===== src/pkg/nvac_pkg.sv =====
// Package for the nonvolatile access control block: register map, field positions, timing.
// Assumes a byte-wide special function register port driven by the core.
package nvac_pkg;
    localparam int unsigned NVAC_CLK_HZ      = 10_000_000;
    // Self-timed write duration in microseconds; arbitrary default, the real limit is electrical.
    localparam int unsigned NVAC_WRITE_US    = 4000;
    localparam int unsigned NVAC_WRITE_CYC   = (NVAC_WRITE_US * (NVAC_CLK_HZ / 1_000_000));
    localparam int unsigned NVAC_READ_CYC    = 1;

    localparam logic [3:0] NVAC_ADR_TBL_UPPER = 4'h0;
    localparam logic [3:0] NVAC_ADR_TBL_HIGH  = 4'h1;
    localparam logic [3:0] NVAC_ADR_TBL_LOW   = 4'h2;
    localparam logic [3:0] NVAC_ADR_TBL_LATCH = 4'h3;
    localparam logic [3:0] NVAC_ADR_KEY       = 4'h4;
    localparam logic [3:0] NVAC_ADR_CONTROL   = 4'h5;
    localparam logic [3:0] NVAC_ADR_DATA      = 4'h6;
    localparam logic [3:0] NVAC_ADR_ADDRESS   = 4'h7;

    localparam int unsigned NVAC_B_PGM  = 7;
    localparam int unsigned NVAC_B_CFG  = 6;
    localparam int unsigned NVAC_B_FREE = 4;
    localparam int unsigned NVAC_B_ERR  = 3;
    localparam int unsigned NVAC_B_WEN  = 2;
    localparam int unsigned NVAC_B_WR   = 1;
    localparam int unsigned NVAC_B_RD   = 0;

    localparam logic [7:0] NVAC_KEY_FIRST  = 8'h55;
    localparam logic [7:0] NVAC_KEY_SECOND = 8'hAA;
    localparam logic [7:0] NVAC_ZERO       = 8'h00;
    localparam logic [4:0] NVAC_UPPER_MASK = 5'h1F;

    typedef enum logic [1:0] {
        NVAC_TGT_DATA = 2'h0,
        NVAC_TGT_PGM  = 2'h1,
        NVAC_TGT_CFG  = 2'h2
    } nvac_target_t;

    typedef struct packed {
        logic       wr;
        logic       rd;
        logic [3:0] addr;
        logic [7:0] wdata;
    } nvac_sfr_req_t;

    typedef struct packed {
        logic         start_write;
        logic         erase_row;
        nvac_target_t target;
        logic [20:0]  table_ptr;
        logic [7:0]   latch;
    } nvac_pgm_req_t;
endpackage


===== src/hw/nvac_timer.sv =====
// Self-timed operation counter: runs for a fixed count after a start pulse.
// Assumes one clock and a synchronous reset.
module nvac_timer #(
    parameter int unsigned CYCLES = 40000
) (
    // Clock and reset
    input  wire logic clk_sys,
    input  wire logic srst,
    // Control
    input  wire logic start,
    output logic      busy,
    output logic      done
);
    localparam int unsigned W = $clog2(CYCLES + 1);
    localparam logic [W-1:0] LAST = W'(CYCLES - 1);
    logic [W-1:0] cnt_q;
    logic         busy_q;

    always_ff @(posedge clk_sys) begin
        if (srst) begin
            busy_q <= 1'b0;
            cnt_q  <= '0;
        end else if (start && !busy_q) begin
            busy_q <= 1'b1;
            cnt_q  <= '0;
        end else if (busy_q) begin
            if (cnt_q == LAST) begin
                busy_q <= 1'b0;
            end
            cnt_q <= cnt_q + W'(1);
        end
    end

    assign busy = busy_q;
    assign done = busy_q && (cnt_q == LAST);
endmodule


===== src/hw/nvac_array.sv =====
// Data EEPROM storage: 256 bytes of flip-flops, erase-before-write on commit.
// Assumes commit is a one-cycle pulse at the end of a timed write.
module nvac_array #(
    parameter int unsigned AW = 8
) (
    // Clock and reset
    input  wire logic          clk_sys,
    input  wire logic          srst,
    // Access
    input  wire logic [AW-1:0] addr,
    input  wire logic [7:0]    wdata,
    input  wire logic          commit,
    output logic      [7:0]    rdata
);
    logic [7:0] mem_q [2**AW];

    // Erase then program collapse to one overwrite at the end of the timed write.
    always_ff @(posedge clk_sys) begin
        if (commit) begin
            mem_q[addr] <= wdata;
        end
    end

    assign rdata = mem_q[addr];
endmodule


===== src/hw/nvac_ctrl.sv =====
// Top of the nonvolatile access control block: special function registers, unlock, sequencing.
// Assumes the core issues single-cycle SFR reads and writes on clk_sys and that
// program memory and configuration writes are carried out by logic outside this block.
module nvac_ctrl
    import nvac_pkg::*;
#(
    parameter int unsigned WRITE_CYC = nvac_pkg::NVAC_WRITE_CYC
) (
    // Clock and resets
    clk_sys,
    srst,
    external_pin_reset,
    watchdog_timeout_reset,
    // Special function register port
    sfr_req,
    sfr_rdata,
    // Program memory and configuration write path
    pgm_req,
    pgm_done,
    pgm_latch_in,
    pgm_latch_load,
    // Status
    nvm_done_flag,
    nvm_busy
);
    input  wire logic                    clk_sys;
    input  wire logic                    srst;
    input  wire logic                    external_pin_reset;
    input  wire logic                    watchdog_timeout_reset;
    input  wire nvac_pkg::nvac_sfr_req_t sfr_req;
    output logic [7:0]                   sfr_rdata;
    output nvac_pkg::nvac_pgm_req_t      pgm_req;
    input  wire logic                    pgm_done;
    input  wire logic [7:0]              pgm_latch_in;
    input  wire logic                    pgm_latch_load;
    output logic                         nvm_done_flag;
    output logic                         nvm_busy;

    typedef enum logic [2:0] {
        NVAC_ST_IDLE  = 3'b001,
        NVAC_ST_WRITE = 3'b010,
        NVAC_ST_EXT   = 3'b100
    } nvac_state_t;

    typedef enum logic [2:0] {
        NVAC_KEY_NONE = 3'b001,
        NVAC_KEY_GOT1 = 3'b010,
        NVAC_KEY_GOT2 = 3'b100
    } nvac_key_t;

    nvac_state_t  state_q;
    nvac_key_t    key_q;
    logic         pgm_sel_q;
    logic         cfg_sel_q;
    logic         free_q;
    logic         err_q;
    logic         allow_q;
    logic         wr_q;
    logic         rd_q;
    logic         done_q;
    logic [7:0]   data_q;
    logic [7:0]   addr_q;
    logic [4:0]   tbl_upper_q;
    logic [7:0]   tbl_high_q;
    logic [7:0]   tbl_low_q;
    logic [7:0]   latch_q;
    logic [7:0]   arr_rdata;
    logic         timer_start;
    logic         timer_busy;
    logic         timer_done;
    logic         any_reset;
    logic         wr_ctl;
    logic         wr_key;
    logic         set_wr;
    logic         set_rd;
    logic         wr_end;
    nvac_target_t target;

    assign any_reset = srst || external_pin_reset || watchdog_timeout_reset;
    assign wr_ctl    = sfr_req.wr && (sfr_req.addr == NVAC_ADR_CONTROL);
    assign wr_key    = sfr_req.wr && (sfr_req.addr == NVAC_ADR_KEY);

    always_comb begin
        if (cfg_sel_q) begin
            target = NVAC_TGT_CFG;
        end else if (pgm_sel_q) begin
            target = NVAC_TGT_PGM;
        end else begin
            target = NVAC_TGT_DATA;
        end
    end

    // Write starts need the allow bit, the full key and an idle engine; read starts need neither allow bit nor key.
    assign set_wr = wr_ctl && sfr_req.wdata[NVAC_B_WR] && allow_q
                    && (key_q == NVAC_KEY_GOT2)
                    && !wr_q && !rd_q;
    assign set_rd = wr_ctl && sfr_req.wdata[NVAC_B_RD] && !sfr_req.wdata[NVAC_B_PGM]
                    && !pgm_sel_q
                    && !wr_q && !rd_q && !set_wr;

    assign timer_start = set_wr && (target == NVAC_TGT_DATA);
    assign wr_end      = ((state_q == NVAC_ST_WRITE) && timer_done)
                         || ((state_q == NVAC_ST_EXT) && pgm_done);

    // Unlock sequence tracker; any other register write breaks the sequence.
    always_ff @(posedge clk_sys) begin
        if (any_reset) begin
            key_q <= NVAC_KEY_NONE;
        end else if (wr_key) begin
            if (sfr_req.wdata == NVAC_KEY_FIRST) begin
                key_q <= NVAC_KEY_GOT1;
            end else if ((sfr_req.wdata == NVAC_KEY_SECOND) && (key_q == NVAC_KEY_GOT1)) begin
                key_q <= NVAC_KEY_GOT2;
            end else begin
                key_q <= NVAC_KEY_NONE;
            end
        end else if (sfr_req.wr) begin
            key_q <= NVAC_KEY_NONE;
        end
    end

    // Operation sequencer.
    always_ff @(posedge clk_sys) begin
        if (any_reset) begin
            state_q <= NVAC_ST_IDLE;
        end else begin
            case (state_q)
                NVAC_ST_IDLE: begin
                    if (set_wr) begin
                        state_q <= (target == NVAC_TGT_DATA) ? NVAC_ST_WRITE : NVAC_ST_EXT;
                    end
                end
                NVAC_ST_WRITE: begin
                    if (timer_done) begin
                        state_q <= NVAC_ST_IDLE;
                    end
                end
                NVAC_ST_EXT: begin
                    if (pgm_done) begin
                        state_q <= NVAC_ST_IDLE;
                    end
                end
                default: begin
                    state_q <= NVAC_ST_IDLE;
                end
            endcase
        end
    end

    // Control register bits.
    always_ff @(posedge clk_sys) begin
        if (any_reset) begin
            allow_q <= 1'b0;
            wr_q    <= 1'b0;
            rd_q    <= 1'b0;
            free_q  <= 1'b0;
        end else begin
            if (wr_ctl) begin
                allow_q <= sfr_req.wdata[NVAC_B_WEN];
            end
            if (set_wr) begin
                wr_q <= 1'b1;
            end else if (wr_end) begin
                wr_q <= 1'b0;
            end
            rd_q <= set_rd;
            if (wr_ctl && !wr_q) begin
                free_q <= sfr_req.wdata[NVAC_B_FREE];
            end else if (wr_end) begin
                free_q <= 1'b0;
            end
        end
    end

    // Space selects hold across resets other than power-on; they are frozen mid-operation.
    always_ff @(posedge clk_sys) begin
        if (srst) begin
            pgm_sel_q <= 1'b0;
            cfg_sel_q <= 1'b0;
        end else if (wr_ctl && !wr_q) begin
            pgm_sel_q <= sfr_req.wdata[NVAC_B_PGM];
            cfg_sel_q <= sfr_req.wdata[NVAC_B_CFG];
        end
    end

    // Error flag: set by a pin or watchdog reset that lands during a write.
    always_ff @(posedge clk_sys) begin
        if (srst) begin
            err_q <= 1'b0;
        end else if ((external_pin_reset || watchdog_timeout_reset) && wr_q) begin
            err_q <= 1'b1;
        end else if (wr_ctl && !sfr_req.wdata[NVAC_B_ERR]) begin
            err_q <= 1'b0;
        end
    end

    // Done flag: hardware only sets it; a control register write leaves it unchanged.
    always_ff @(posedge clk_sys) begin
        if (srst) begin
            done_q <= 1'b0;
        end else if (wr_end) begin
            done_q <= 1'b1;
        end else if (wr_ctl && !sfr_req.wdata[NVAC_B_ERR + 1]) begin
            done_q <= done_q;
        end
    end

    // Data and address registers.
    always_ff @(posedge clk_sys) begin
        if (any_reset) begin
            data_q <= NVAC_ZERO;
            addr_q <= NVAC_ZERO;
        end else begin
            if (rd_q) begin
                data_q <= arr_rdata;
            end else if (sfr_req.wr && (sfr_req.addr == NVAC_ADR_DATA) && !wr_q) begin
                data_q <= sfr_req.wdata;
            end
            if (sfr_req.wr && (sfr_req.addr == NVAC_ADR_ADDRESS) && !wr_q) begin
                addr_q <= sfr_req.wdata;
            end
        end
    end

    // Table pointer and latch.
    always_ff @(posedge clk_sys) begin
        if (any_reset) begin
            tbl_upper_q <= '0;
            tbl_high_q  <= NVAC_ZERO;
            tbl_low_q   <= NVAC_ZERO;
            latch_q     <= NVAC_ZERO;
        end else begin
            if (sfr_req.wr && (sfr_req.addr == NVAC_ADR_TBL_UPPER)) begin
                tbl_upper_q <= sfr_req.wdata[4:0] & NVAC_UPPER_MASK;
            end
            if (sfr_req.wr && (sfr_req.addr == NVAC_ADR_TBL_HIGH)) begin
                tbl_high_q <= sfr_req.wdata;
            end
            if (sfr_req.wr && (sfr_req.addr == NVAC_ADR_TBL_LOW)) begin
                tbl_low_q <= sfr_req.wdata;
            end
            if (pgm_latch_load) begin
                latch_q <= pgm_latch_in;
            end else if (sfr_req.wr && (sfr_req.addr == NVAC_ADR_TBL_LATCH)) begin
                latch_q <= sfr_req.wdata;
            end
        end
    end

    always_comb begin
        sfr_rdata = NVAC_ZERO;
        if (sfr_req.rd) begin
            case (sfr_req.addr)
                NVAC_ADR_TBL_UPPER: sfr_rdata = {3'h0, tbl_upper_q};
                NVAC_ADR_TBL_HIGH:  sfr_rdata = tbl_high_q;
                NVAC_ADR_TBL_LOW:   sfr_rdata = tbl_low_q;
                NVAC_ADR_TBL_LATCH: sfr_rdata = latch_q;
                NVAC_ADR_KEY:       sfr_rdata = NVAC_ZERO;
                NVAC_ADR_CONTROL:   sfr_rdata = {pgm_sel_q, cfg_sel_q, 1'b0, free_q,
                                                 err_q, allow_q, wr_q, rd_q};
                NVAC_ADR_DATA:      sfr_rdata = data_q;
                NVAC_ADR_ADDRESS:   sfr_rdata = addr_q;
                default:            sfr_rdata = NVAC_ZERO;
            endcase
        end
    end

    assign pgm_req.start_write = set_wr && (target != NVAC_TGT_DATA);
    assign pgm_req.erase_row   = free_q;
    assign pgm_req.target      = target;
    assign pgm_req.table_ptr   = {tbl_upper_q, tbl_high_q, tbl_low_q};
    assign pgm_req.latch       = latch_q;
    assign nvm_done_flag       = done_q;
    assign nvm_busy            = wr_q;

    nvac_timer #(
        .CYCLES (WRITE_CYC)
    ) u_timer (
        .clk_sys (clk_sys),
        .srst    (any_reset),
        .start   (timer_start),
        .busy    (timer_busy),
        .done    (timer_done)
    );

    nvac_array #(
        .AW (8)
    ) u_array (
        .clk_sys (clk_sys),
        .srst    (srst),
        .addr    (addr_q),
        .wdata   (data_q),
        .commit  ((state_q == NVAC_ST_WRITE) && timer_done),
        .rdata   (arr_rdata)
    );
endmodule


===== config.mk =====
export PLATFORM = sky130hd
export DESIGN_NAME = nvac_ctrl
export DESIGN_NICKNAME = d
export VERILOG_FILES = /design/src/pkg/nvac_pkg.sv /design/src/hw/nvac_timer.sv /design/src/hw/nvac_array.sv /design/src/hw/nvac_ctrl.sv
export SDC_FILE = /design/constraint.sdc
export NUM_CORES = 2
export LEC_CHECK = 0
export ABC_AREA = 1
export ABC_CLOCK_PERIOD_IN_PS = 6110
export BUFFER_PORTS_ARGS = -buffer_cell sky130_fd_sc_hd__buf_2
export CAP_MARGIN = 20
export CORE_UTILIZATION = 30
export CTS_BUF_LIST = sky130_fd_sc_hd__clkbuf_4 sky130_fd_sc_hd__clkbuf_8
export DETAILED_ROUTE_END_ITERATION = 6
export GPL_TIMING_DRIVEN = 1
export HOLD_SLACK_MARGIN = 0.06
export PLACE_DENSITY_LB_ADDON = 0.05
export SYNTH_ARGS = -nofsm -noshare
export SYNTH_HDL_FRONTEND = slang
export SYNTH_SLANG_ARGS = --single-unit

===== constraint.sdc =====
create_clock -name clk_sys -period 6.11 [get_ports clk_sys]
set_input_delay 0.3055 -clock clk_sys [delete_from_list [all_inputs] [get_ports clk_sys]]
set_output_delay 0.3055 -clock clk_sys [all_outputs]
set_load 0.1 [all_outputs]

Yosys cells after proc, flatten, opt, wreduce, memory -nomap -nowiden

Memory sizes are Yosys's and may differ from the RTL's. A register that Yosys moved wholly into a read port is not among the register bits.
Index checks and enable logic that the tools add are counted.

Flip-flop bits (word level): 76
Bits in writable memories: 2,048
Output and inout bits: 43
Memories kept: 1

Add/sub/neg operators: 1
Eq/ne operators: 18
Multiplexer cells: 29
Reductions and logical operators: 53

Memory list:

| name          | words | bits a word | read ports | clocked after memory_dff | write ports | line             | RTL |
|---|---|---|---|---|---|---|---|
| u_array.mem_q | 256   | 8           | 1          | 1                        | 1           | nvac_array.sv:15 | `logic [7:0] mem_q [2**AW];` |

Operator list:

| cell                                          | number |
|---|---|
| 2-to-1 mux 8 bit                              | 7 |
| one-hot mux 8 bit (7 select lines)            | 1 |
| logical AND 1 bit                             | 31 |
| 2-to-1 mux 3 bit                              | 8 |
| adder 16 x 1 -> 16 bit, second input constant | 1 |
| == test 16 bit, second input constant         | 1 |
| == test 4 x 3 -> 1 bit, second input constant | 4 |
| nonzero test 2 bit                            | 7 |
| 2-to-1 mux 1 bit                              | 11 |
| one-hot mux 3 bit (3 select lines)            | 1 |
| == test 4 x 2 -> 1 bit, second input constant | 2 |
| == test 8 x 7 -> 1 bit, second input constant | 1 |
| == test 8 bit, second input constant          | 1 |
| logical NOT 1 bit                             | 7 |
| == test 3 x 2 -> 1 bit, second input constant | 2 |
| == test 3 bit, second input constant          | 2 |
| inequality test 2 bit, second input constant  | 3 |
| == test 4 x 1 -> 1 bit, second input constant | 1 |
| logical NOT 4 bit                             | 1 |
| logical OR 1 bit                              | 4 |
| == test 3 x 1 -> 1 bit, second input constant | 1 |
| AND reduction 3 bit                           | 1 |
| logical NOT 2 bit                             | 1 |
| 2-to-1 mux 2 bit                              | 1 |
| OR reduction 2 bit                            | 1 |

Logic depth before layout (Yosys ltp)

Depth after elaboration: 10
Gate-level depth with buffers: 17
Mapped depth without buffers: 13

By module

From an unflattened synthesis, not the netlist that was laid out.

Cells, all modules: 8,609
Area total of the unflattened synthesis: 88,651.3 µm²

Modules (own cells, without submodules):

| module     | times used | cells an instance | area each (µm²) | seq. area each (µm²) |
|---|---|---|---|---|
| nvac_array | 1          | 8,013             | 84,696.2        | 61,499.0 |
| nvac_ctrl  | 1          | 462               | 3,055.4         | 1,181.1 |
| nvac_timer | 1          | 134               | 899.6           | 340.3 |

Worst setup path after synthesis

Ideal clock, no wire load.

Path type: register to output
Start point: reg data_q[2]
End point: out sfr_rdata[2]
Data arrival time: 5.497 ns
Data required time: 5.804 ns
Path slack: 0.307 ns
Stages on the path, launching flop included: 3
Buffers on the path: 0
Cell sequence: dfxtp_1 -> a221oi_1 -> a21oi_1

Longest elaborated chain between the ends: 2

Ends and longest elaborated chain:

| item                               | line             | RTL |
|---|---|---|
| start, declared                    | nvac_ctrl.sv:61  | `logic [7:0] data_q;` |
| start signal, assigned             | nvac_ctrl.sv:215 | `data_q <= arr_rdata;` |
| start signal, assigned             | nvac_ctrl.sv:217 | `data_q <= sfr_req.wdata;` |
| one-hot mux 8 bit (7 select lines) | nvac_ctrl.sv:253 | `case (sfr_req.addr)` |
| 2-to-1 mux 8 bit                   | nvac_ctrl.sv:252 | `if (sfr_req.rd) begin` |
| end, declared                      | nvac_ctrl.sv:31  | `output logic [7:0] sfr_rdata;` |

Every way passes these cells.

==> results.md <==
* Sink count of the clock tree at between 2000 and 2500
* Post-layout total power at 0.02933 W
* FF-to-FF path depth at 13
* Height of the die at 539.9 um
* HPWL after detailed placement at 169700 um
* Avg Inst Size Synth at roughly 12 sq um
* Die X-Extent at 539.9 um
* Die Footprint at 291500 sq um
* Wirelength per Cell at 26.11 um
* Count of nets after finishing at 7588
* Number of post-CTS setup repair buffers at 0
* Number of nets still failing antenna checks after routing at 0
* Fraction of registers with async set or reset after synthesis at 0%
* Cell area after synthesis at 86800 sq um
* Final setup violating endpoints at 0
* Clock group share of total power at 45.4%
* Hold Fails Final Rpt at 0
* Slew Viols, Final at 0
* Highest ir drop seen on vdd at 0.1456 mV
* Worst setup path class: reg -> reg
* Combinational group share of total power at 0.8%
* Share of the clock period used by the worst path after layout at 65.42%
* Relative contribution of sequential cells to total power at 53.8%
* Number of fill cells in the layout at 28790
* Syn Inst Count at 7411
* Time the final worst path needs with I/O delays and setup at ~4.0 ns
* Detailed-route DRC error count at 0
* Final-layout setup total negative slack at 0 ns
* Clock Tree Buf Depth at 4
* Post-CTS Hold Fix Bufs at between 60 and 70
* Yosys reg bits at between 2000 and 2500
* Number of buffers created by CTS at 388
* Number of stages on the worst hold path at 4
* Int Power at around 0.023 W
* Sort of element at the end of the critical path: register
* # Max-Cap Violations at 0
* Cell Rows at roughly 200
* Unrepaired setup endpoints after global routing: false
* Vias at 57820
* Clock-pin slew on the worst setup and hold paths at 0.06 ns
* WL final at 303700 um
* # resized after CTS at 0
* Capture instance of the worst register-to-register path: data_q[0]
* Switching share of power at between 20 and 25%
* CTS tree: yes
* Total of buffers placed on input and output ports at 70
* Number of enable-type register cells in the synthesized netlist at 2048
* CTS H-tree lvls at 5
* Via density per instance at 4.970
* Most used standard cells in the synthesized netlist: sky130_fd_sc_hd__edfxtp_1, sky130_fd_sc_hd__nand2_1, sky130_fd_sc_hd__nand3_1
* P_sw at 0.006388 W
* Largest area contributor in the netlist: sky130_fd_sc_hd__edfxtp_1
* Max transition margin at 24.50%
* Endpoint with the worst hold slack: rd_q
* Antenna violations before repair at 16
* Number of global-route vias before repair at 58820
* Largest clock skew in the final design at 0.06536 ns
* Startpoint kind of the worst setup timing path: register
* Critical Path RT at just over 7 ns
* Biggest fanout along the worst timing path at ~160
* Total number of yosys warnings at 0
* Sequential element share of the synthesized area at 72.79%
* Hold crit path type: in -> reg
* Residual overflow from global routing at 0
* Slew at the pin closest to its max-slew limit at 1.133 ns
* Run status: complete, no violations
* Area share of the largest cell type after synthesis at 70.85%
* Initial core utilization at between 30% and 40%
* Beginning of the worst hold path: sfr_req[0]
* Power per standard cell area at ~300 nW/um^2
* Leakage power at 34.94 nW
* # IOs at between 70 and 80
* Dominant register cell in the synthesized netlist: sky130_fd_sc_hd__edfxtp_1
* Peak clock frequency supported by timing at between 200 and 300 MHz
* Share of cells above drive strength 1 at 10.69%
* Signal arrival time at the worst endpoint at 4.94 ns
* Most repeated cell in the gate-level netlist after synthesis: sky130_fd_sc_hd__edfxtp_1
* Maximum number of pins on one net before global-route repair at about 160
* Weighted congestion at the end of routability-driven global placement at 0.7761
* Count of distinct cell types in the synthesized netlist at 39
* Post-Synthesis Net Count at 7440
* Synth area leaders: sky130_fd_sc_hd__edfxtp_1, sky130_fd_sc_hd__nand3_1, sky130_fd_sc_hd__nand2_1
* Overall Global Routing Usage at 20.48%
* Core box area at about 290000 sq um
* Global-route wire length before repair at around 430000 um
* Minimum setup slack among reg-to-reg paths at 2.11 ns
* Iteration-0 DRC count of the detailed router at 4589
* Worst hold margin at 0.2393 ns
* Area Growth Syn to Fin at 13.86%
* Number of iterations in the first detailed-routing pass at 6
* Clock tree root driver cell: sky130_fd_sc_hd__clkbuf_8
* Clock network latency to the later pin of the worst-skew pair at between 1 and 1.5 ns
## area by class of cell
cell class / instances / area [sq um] / area share, %
multi-input combinational: 4695 / 20730 / 20.97
antenna: 3 / 7.507 / 0.007597
timing repair buffer: 256 / 2365 / 2.393
clock buffer: 513 / 6372 / 6.448
sequential: 2132 / 63230 / 63.98
clock inverter: 168 / 1021 / 1.033
tap: 3781 / 4731 / 4.787
inverter: 86 / 369.1 / 0.3735
## logic make-up (layout without fill, tap and decap cells)
| group | count (synthesis) | count (layout) | share of synthesized area, % |
|---|---|---|---|
| fa+ha+maj | 1 | 1 | 0.01441 |
| buf+inv | 584 | 1023 | 3.388 |
| compound gates | 273 | 273 | 1.718 |
| other cells | 0 | 3 | 0 |
| flops | 2132 | 2132 | 72.79 |
| xor+xnor | 7 | 7 | 0.07064 |
| simple gates | 4414 | 4414 | 22.02 |
## power groups by stage
stage,clock (W),sequential [W],combinational (W)
6_report,0.0133,0.0158,0.000222
5_1_grt,0.0143,0.0158,0.000238
2_1_floorplan,0,0.0161,0.0000926
3_3_place_gp,0,0.0161,0.000197
4_1_cts,0.0137,0.0158,0.000224
3_5_place_dp,0,0.0161,0.000198
## registers in the layout, indices dropped and copies added, names as in the netlist, 5 cells and up, named ones only
signal / count
addr_q: 8
data_q: 8
latch_q: 8
tbl_high_q: 8
tbl_low_q: 8
tbl_upper_q: 5
u_array.mem_q: 2048
u_timer.cnt_q: 16
## how the worst max path moves through the flow
stage | start | end | slack, ns | cells after the start
after floorplan | data_q[2] | sfr_rdata[2] | 0.31 | 2
after global placement | u_timer.busy | u_array.mem_q[42][6] | 1.42 | 8
after detailed placement | register | data_q[0] | 2.02 | 13
after CTS | register | data_q[0] | 2.01 | 13
after global routing | register | data_q[0] | 1.90 | 13
final | register | data_q[0] | 2.11 | 13
## layout by cell type (no fill, tap or decap), types with 79 or more instances in the layout
master and instances:
sky130_fd_sc_hd__clkinv_1 104, sky130_fd_sc_hd__buf_4 83, sky130_fd_sc_hd__o21ai_0 131, sky130_fd_sc_hd__clkbuf_4 110, sky130_fd_sc_hd__nor2_1 389, sky130_fd_sc_hd__clkbuf_8 403, sky130_fd_sc_hd__inv_1 79, sky130_fd_sc_hd__edfxtp_1 2048
sky130_fd_sc_hd__nand3_1 1920, sky130_fd_sc_hd__nand2_1 2030
## per-stage QoR
step	cells	cell area (sq um)	util (%)	worst slack, ns
floorplan	7411	86800	-	0.3071
global placement	10880	90670	31.49	1.423
detailed placement	10880	90740	31.52	2.016
CTS	11630	98820	34.32	2.007
global route	11630	98820	34.32	1.903
finish	11630	98820	34.33	2.113
## layer usage
metal	GRT usage, %	share of wire, %	vias up
met5	0	0	-
met4	5.344	2.3	0
met3	2.788	4.5	400
met2	33.47	47	1493
met1	28.49	46	29220
li1	-	-	26710
## critical path, stage by stage, from the launching register on
cell,delay (ns)
sky130_fd_sc_hd__dfxtp_4,0.50
sky130_fd_sc_hd__inv_16,0.35
sky130_fd_sc_hd__buf_12,0.36
sky130_fd_sc_hd__buf_12,0.31
sky130_fd_sc_hd__nand2_1,0.09
sky130_fd_sc_hd__nand3_1,0.09
sky130_fd_sc_hd__nand3_1,0.15
sky130_fd_sc_hd__nand3_1,0.21
sky130_fd_sc_hd__nand3_1,0.21
sky130_fd_sc_hd__nand3_1,0.32
sky130_fd_sc_hd__nand3_1,0.27
sky130_fd_sc_hd__nand3_1,0.17
sky130_fd_sc_hd__nand3_1,0.26
sky130_fd_sc_hd__a21oi_1,0.24
(Power assumes the default switching activity.)
